==> src/hw/scr_pkg.sv <==
// Constants for the start-up clock and reset sequencer
// Assumes one 10 MHz reference clock and a classic Wishbone register port
package scr_pkg;
	// ----------------------------------------
	// Register map (word aligned)
	// ----------------------------------------
	localparam logic [7:0] ADDR_RUN_RST_CTL = 8'h00;
	localparam logic [7:0] ADDR_PWR_MGMT_CTL = 8'h04;
	localparam logic [7:0] ADDR_STATUS = 8'h08;
	localparam int RUN_RST_EN_BIT = 0;
	localparam int PM_MULT_LSB = 0;
	localparam int PM_DIV_LSB = 8;
	localparam int ST_RUN_BIT = 0;
	localparam int ST_RATIO_LSB = 1;
	localparam int ST_BOOT_LSB = 3;
	localparam int ST_FREQ_SET_BIT = 6;
	// ----------------------------------------
	// Ratio strap encodings
	// ----------------------------------------
	localparam logic [1:0] RATIO_CODE_8 = 2'h0;
	localparam logic [1:0] RATIO_CODE_32 = 2'h1;
	localparam logic [1:0] RATIO_CODE_16 = 2'h2;
	localparam logic [7:0] RATIO_MULT_8 = 8'h08;
	localparam logic [7:0] RATIO_MULT_16 = 8'h10;
	localparam logic [7:0] RATIO_MULT_32 = 8'h20;
	localparam logic [7:0] RESET_DIV = 8'h01;
	// ----------------------------------------
	// Timing
	// ----------------------------------------
	localparam int LOCK_CYCLES = 4096;
	localparam logic [31:0] RESET_VECTOR = 32'h0009_0000;
	typedef enum logic [1:0] {ST_HELD, ST_LOCK, ST_RUN} scr_state_t;
endpackage

==> src/hw/scr_sync2.sv <==
// Two-stage synchroniser for pin levels
// Assumes inputs asynchronous to mclk
`timescale 1ns/1ns
`default_nettype none
module scr_sync2 #(
	parameter int WIDTH = 1
) (
	input wire logic mclk,
	input wire logic srst,
	input wire logic [WIDTH-1:0] async_in,
	output logic [WIDTH-1:0] sync_out
);
	if (WIDTH < 1) begin : g_width_chk
		$error("WIDTH must be positive");
	end
	logic [WIDTH-1:0] meta_q;
	logic [WIDTH-1:0] meta_d;
	logic [WIDTH-1:0] sync_d;
	always_comb begin
		meta_d = async_in;
		sync_d = meta_q;
	end
	always_ff @(posedge mclk) begin
		if (srst) begin
			meta_q <= '0;
			sync_out <= '0;
		end else begin
			meta_q <= meta_d;
			sync_out <= sync_d;
		end
	end
endmodule
`default_nettype wire

==> src/hw/scr_startup.sv <==
// Start-up sequencer: straps, lock delay, reset vector, dual reset pin
// Assumes hardware reset pin and straps come from the board asynchronously
`timescale 1ns/1ns
`default_nettype none
module scr_startup #(
	parameter int LOCK_COUNT = scr_pkg::LOCK_CYCLES
) (
	input wire logic mclk,
	input wire logic srst,
	input wire logic hw_reset_n,
	input wire logic [1:0] ratio_strap,
	input wire logic [2:0] boot_strap,
	input wire logic reset_pin_in,
	output logic reset_pin_out,
	output logic reset_pin_oe_n,
	output logic core_reset,
	output logic core_fetch_start,
	output logic [31:0] core_fetch_addr,
	output logic [7:0] pll_mult,
	output logic [7:0] pll_div,
	output logic [2:0] boot_mode,
	input wire logic wb_cyc_i,
	input wire logic wb_stb_i,
	input wire logic wb_we_i,
	input wire logic [7:0] wb_adr_i,
	input wire logic [31:0] wb_dat_i,
	input wire logic [3:0] wb_sel_i,
	output logic [31:0] wb_dat_o,
	output logic wb_ack_o
);
	// Counter is 16 bits wide
	if (LOCK_COUNT < 1 || LOCK_COUNT > 65535) begin : g_lock_chk
		$error("LOCK_COUNT out of range");
	end
	// ----------------------------------------
	// Pin synchronisers
	// ----------------------------------------
	logic [6:0] pins_s;
	scr_sync2 #(.WIDTH(7)) u_sync (
		.mclk(mclk),
		.srst(srst),
		.async_in({reset_pin_in, boot_strap, ratio_strap, hw_reset_n}),
		.sync_out(pins_s)
	);
	logic rst_n_s;
	logic [1:0] ratio_s;
	logic [2:0] boot_s;
	logic run_rst_s;
	assign rst_n_s = pins_s[0];
	assign ratio_s = pins_s[2:1];
	assign boot_s = pins_s[5:3];
	assign run_rst_s = ~pins_s[6];

	function automatic logic [7:0] ratio_mult(input logic [1:0] code);
		unique case (code)
			scr_pkg::RATIO_CODE_8: ratio_mult = scr_pkg::RATIO_MULT_8;
			scr_pkg::RATIO_CODE_32: ratio_mult = scr_pkg::RATIO_MULT_32;
			scr_pkg::RATIO_CODE_16: ratio_mult = scr_pkg::RATIO_MULT_16;
			// Reserved code: fall back to slowest ratio
			default: ratio_mult = scr_pkg::RATIO_MULT_8;
		endcase
	endfunction

	// ----------------------------------------
	// Sequencer
	// ----------------------------------------
	scr_pkg::scr_state_t state_q, state_d;
	logic [15:0] cnt_q, cnt_d;
	logic [1:0] ratio_q, ratio_d;
	logic [2:0] boot_q, boot_d;
	logic run_en_q, run_en_d;
	logic [7:0] mult_q, mult_d, div_q, div_d;
	logic freq_set_q, freq_set_d;
	logic ack_q, ack_d;
	logic [31:0] rdat_q, rdat_d;
	logic fetch_q, fetch_d;
	logic held;
	logic wr;
	// Running reset acts only once the pin has become an input
	assign held = ~rst_n_s | (run_en_q & run_rst_s);
	// Write lands on the edge that samples ack high
	assign wr = wb_cyc_i & wb_stb_i & wb_we_i & ack_q & wb_sel_i[0];

	always_comb begin
		state_d = state_q;
		cnt_d = cnt_q;
		ratio_d = ratio_q;
		boot_d = boot_q;
		fetch_d = 1'b0;
		mult_d = mult_q;
		div_d = div_q;
		freq_set_d = freq_set_q;
		unique case (state_q)
			scr_pkg::ST_HELD: begin
				// Straps captured while held; board keeps them valid
				ratio_d = ratio_s;
				boot_d = boot_s;
				mult_d = ratio_mult(ratio_s);
				div_d = scr_pkg::RESET_DIV;
				freq_set_d = 1'b0;
				cnt_d = '0;
				if (!held) state_d = scr_pkg::ST_LOCK;
			end
			scr_pkg::ST_LOCK: begin
				cnt_d = cnt_q + 16'h0001;
				if (cnt_q == 16'(LOCK_COUNT - 1)) begin
					state_d = scr_pkg::ST_RUN;
					fetch_d = 1'b1;
				end
			end
			scr_pkg::ST_RUN: begin
				// Frequency writes accepted only while running
				if (wr && wb_adr_i == scr_pkg::ADDR_PWR_MGMT_CTL) begin
					mult_d = wb_dat_i[scr_pkg::PM_MULT_LSB +: 8];
					div_d = wb_dat_i[scr_pkg::PM_DIV_LSB +: 8];
					freq_set_d = 1'b1;
				end
			end
		endcase
		// No fetch pulse when reset cuts the last lock cycle
		if (held && state_q != scr_pkg::ST_HELD) begin
			state_d = scr_pkg::ST_HELD;
			fetch_d = 1'b0;
		end
	end

	// ----------------------------------------
	// Wishbone slave: one-cycle ack, unmapped reads zero
	// ----------------------------------------
	always_comb begin
		run_en_d = run_en_q;
		ack_d = wb_cyc_i & wb_stb_i & ~ack_q;
		rdat_d = '0;
		if (wr && wb_adr_i == scr_pkg::ADDR_RUN_RST_CTL) begin
			run_en_d = wb_dat_i[scr_pkg::RUN_RST_EN_BIT];
		end
		unique case (wb_adr_i)
			scr_pkg::ADDR_RUN_RST_CTL: rdat_d[scr_pkg::RUN_RST_EN_BIT] = run_en_q;
			scr_pkg::ADDR_PWR_MGMT_CTL: begin
				rdat_d[scr_pkg::PM_MULT_LSB +: 8] = mult_q;
				rdat_d[scr_pkg::PM_DIV_LSB +: 8] = div_q;
			end
			scr_pkg::ADDR_STATUS: begin
				rdat_d[scr_pkg::ST_RUN_BIT] = (state_q == scr_pkg::ST_RUN);
				rdat_d[scr_pkg::ST_RATIO_LSB +: 2] = ratio_q;
				rdat_d[scr_pkg::ST_BOOT_LSB +: 3] = boot_q;
				rdat_d[scr_pkg::ST_FREQ_SET_BIT] = freq_set_q;
			end
			default: rdat_d = '0;
		endcase
	end

	always_ff @(posedge mclk) begin
		if (srst) begin
			state_q <= scr_pkg::ST_HELD;
			cnt_q <= '0;
			ratio_q <= '0;
			boot_q <= '0;
			run_en_q <= 1'b0;
			mult_q <= scr_pkg::RATIO_MULT_8;
			div_q <= scr_pkg::RESET_DIV;
			freq_set_q <= 1'b0;
			ack_q <= 1'b0;
			rdat_q <= '0;
			fetch_q <= 1'b0;
		end else begin
			state_q <= state_d;
			cnt_q <= cnt_d;
			ratio_q <= ratio_d;
			boot_q <= boot_d;
			run_en_q <= run_en_d;
			mult_q <= mult_d;
			div_q <= div_d;
			freq_set_q <= freq_set_d;
			ack_q <= ack_d;
			rdat_q <= rdat_d;
			fetch_q <= fetch_d;
		end
	end

	// ----------------------------------------
	// Pin and core outputs
	// ----------------------------------------
	logic core_reset_q, pin_out_q, pin_oe_n_q;
	always_ff @(posedge mclk) begin
		if (srst) begin
			core_reset_q <= 1'b1;
			pin_out_q <= 1'b0;
			pin_oe_n_q <= 1'b0;
		end else begin
			core_reset_q <= (state_d != scr_pkg::ST_RUN);
			pin_out_q <= (state_d == scr_pkg::ST_RUN);
			pin_oe_n_q <= run_en_d;
		end
	end
	assign core_reset = core_reset_q;
	assign reset_pin_out = pin_out_q;
	assign reset_pin_oe_n = pin_oe_n_q;
	assign core_fetch_start = fetch_q;
	assign core_fetch_addr = scr_pkg::RESET_VECTOR;
	assign pll_mult = mult_q;
	assign pll_div = div_q;
	assign boot_mode = boot_q;
	assign wb_dat_o = rdat_q;
	assign wb_ack_o = ack_q;
endmodule
`default_nettype wire

==> config.mk <==
export PLATFORM = sky130hd
export DESIGN_NAME = scr_startup
export DESIGN_NICKNAME = d
export VERILOG_FILES = /design/src/hw/scr_pkg.sv /design/src/hw/scr_sync2.sv /design/src/hw/scr_startup.sv
export SDC_FILE = /design/constraint.sdc
export NUM_CORES = 1
export LEC_CHECK = 0
export BUFFER_PORTS_ARGS = -buffer_cell sky130_fd_sc_hd__buf_2
export CAP_MARGIN = 20
export CORE_UTILIZATION = 50
export DETAILED_ROUTE_END_ITERATION = 16
export GPL_ROUTABILITY_DRIVEN = 0
export PLACE_DENSITY = 0.94
export SLEW_MARGIN = 30
export SYNTH_ARGS = -nofsm -noshare
export SYNTH_HDL_FRONTEND = slang
export SYNTH_SLANG_ARGS = --single-unit
export TNS_END_PERCENT = 5
==> constraint.sdc <==
create_clock -name mclk -period 2.5 [get_ports mclk]
set_input_delay 0.25 -clock mclk [delete_from_list [all_inputs] [get_ports mclk]]
set_output_delay 0.25 -clock mclk [all_outputs]
set_load 0.005 [all_outputs]
==> out/metrics.yaml <==
layout:
  utilization_pct: 60.14
  fin_nets: 453
  fin_cells: 474
  syn_to_final_growth_pct: 15.46
  seq_area_sq_um: 1501
  n_antenna_cell: 0
  multiInputGateArea_sq_um: 1311
  fill_cells: 491
  drive_gt1_share_pct: 26.57
worst_setup_path:
  r2r_slack_ns: 0.55
  reg2reg_depth: 4
  worst_ep_required_time_ns: 2.79
  r2r-end: "reset_pin_out"
  crit_fanout: 11
  end_kind: "flop"
  worstSetupStartpoint: "state_q[1]"
  worstSetupPathType: "flop to flop"
  cp_data_arrival_time_ns: 2.24
  startpoint_type: "flop"
  setup.worst_path.end: "reset_pin_out"
  regToRegStartpoint: "state_q[1]"
timing:
  min_period_ns: 1.949
  period_share_pct: 77.98
  worst_pin_slew_ns: 0.6672
  fmax_ghz: 0.5130
  hold_violations: 0
  rsz0062_at_grt: "no"
  setup_violations: 0
  fin_skew_ns: 0.007678
  tns_ns: 0
  drv_slew: 0
  relSlewSlack_pct: 55.52
min_path:
  hold_depth: 2
  hold_class: "input pin to flop"
  holdCritStartpoint: "wb_dat_i[1]"
die:
  die_w_um: 80.54
  coreArea_sq_um: 5921
  floorplan.initialDensity_pct: 52.09
  die_area_sq_um: 6487
  rows: 28
  num_io_pins: 144
  fp.dieH_um: 80.54
power_and_ir_drop:
  vdd_drop_max_v: 0.0004871
  switching_share_pct: 22.83
  power.total_w: 0.002262
  power_switching_w: 0.0005164
  p_comb_share_pct: 4.2
  p_per_area_nw_per_um2: 635.3
  seq_power_share_pct: 53.8
  p_leak_nw: 1.568
  internal-power_w: 0.001746
  clkPwrFrac_pct: 42.0
placement:
  hpwl_mm: 4.308
  dp_cells: 458
  port_buffers: 76
global_route:
  grt_max_degree: 37
  grt_first_pass_wirelength_mm: 9.252
  gr-usage-all-layers_pct: 19.34
  antenna_found_initial: 0
  gr-total-overflow: 0
  grt_pass1_vias: 2070
drt:
  ant_nets: 0
  drt-vias-per-instance: 4.901
  drt-initial-drc-count: 118
  drtPass1Iterations: 4
  vias: 2323
  remaining_drc_errors: 0
  routedWlPerCell_um: 12.72
  routed_wl_mm: 6.030
synth:
  yosysSeqAreaShare_pct: 48.68
  syn_area_per_cell_sq_um: 9.729
  synth.largest_area_cell: "dfxtp_1"
  async_flop_share_pct: 0
  yosys-top-cells-count: "75 x dfxtp_1, 48 x buf_4, 25 x nor2_1"
  syn_inst: 317
  ys.flop_type: "dfxtp_1"
  synth_cell_types: 39
  synth.area.top_cells: "dfxtp_1 49%, buf_4 12%, a22o_1 5.1%"
  synth_most_common_cell: "dfxtp_1"
  ys_ff_latch: 75
  yosysWarnings: 0
  synth_edf_count: 0
  synth_area_sq_um: 3084
  yosys.area.top_type_share_pct: 48.68
job:
  maxCapViolCount: 0
clock_network:
  cts-root-buf: "clkbuf_8"
  clkTransAtPathRegs_ns: 0.08
  cts_hold_buf: 0
  cts_resized: 0
  post_cts_buffers: 0
  cts_buffers: 9
  cts_max_level: 3
  clk_latency_ns: 0.35
  cts_tree: "yes"
  cts_buffer_depth: 2
  clock-sinks: 75
status:
  status: "completed"
[registers in the layout, indices dropped and copies added, names as in the netlist, 2 cells and up]
signal and flops:
ratio_q 2, wb_dat_o 16, pll_div 8, u_sync.meta_q 7, cnt_q 16, boot_mode 3
u_sync.sync_out 7, pll_mult 8, state_q 2
[cells by family after synthesis]
| group | count (synthesis) | synth area share, % |
|---|---|---|
| other | 2 | 0.2435 |
| DFF | 75 | 48.68 |
| AOI/OAI and AO/OA | 44 | 10.26 |
| muxes | 4 | 1.298 |
| xor gates and xnor gates | 12 | 3.408 |
| and+or+nand+nor | 108 | 20.37 |
| adders and majority gates | 3 | 1.217 |
| buffers and inverters | 69 | 14.52 |
[layer usage]
metal | GRT usage, % | wire (um) | vias to the layer above
met5 | 0 | 0 | -
met4 | 10.36 | 129 | 0
met3 | 7.386 | 567 | 8
met2 | 32.63 | 2797 | 127
met1 | 20.74 | 2536 | 1058
li1 | - | - | 1130
[worst max-delay path: stages, from the launching register on]
cell	delay, ns
dfxtp_1	0.43
nand3b_1	0.34
nor4_1	0.48
nor4b_2	0.46
or2_2	0.18
[power groups by stage]
stage          clock (W)  sequential, W  combinational (W)
6_report        0.000950        0.00122          0.0000953
5_1_grt          0.00104        0.00122           0.000110
4_1_cts         0.000979        0.00122          0.0000940
3_5_place_dp           0        0.00125          0.0000933
3_3_place_gp           0        0.00124          0.0000920
2_1_floorplan          0        0.00124           0.000107
[layout make-up]
| cell class | count | share of cell area (%) |
|---|---|---|
| Clock buffer | 10 | 3.865 |
| Multi-Input combinational cell | 219 | 36.82 |
| Inverter | 9 | 0.9487 |
| Tap cell | 75 | 2.635 |
| Sequential cell | 75 | 42.16 |
| Clock inverter | 6 | 2.038 |
| Timing Repair Buffer | 80 | 11.52 |
[worst min path at each step]
stage / endpoint
after floorplan: pll_div[4]
after CTS: pll_mult[1]
after global routing: pll_div[7]
after detailed placement: u_sync.sync_out[0]
after global placement: u_sync.sync_out[0]
final: pll_mult[1]
[layout by cell type (no fill, tap or decap), types with 8 or more instances in the layout]
cell type  count
a21oi_1       12
dfxtp_1       75
conb_1        48
nor2_1        25
inv_1          9
nor3_1         8
clkbuf_8      10
xnor2_1        9
nor2b_1       19
nand2_1       16
buf_2         76
a22o_1        18
and2_1         8
[stage by stage]
stage               setup WS, ns  hold slack [ns]  instance area, sq um
detailed placement        0.3551           0.4305                  3347
floorplan                 0.7148           0.3755                  3257
CTS                       0.3839          0.09088                  3557
finish                    0.5506           0.1112                  3561
global route              0.3150          0.09043                  3561
global placement          0.3954           0.4260                  3347
(Power assumes the default switching activity.)
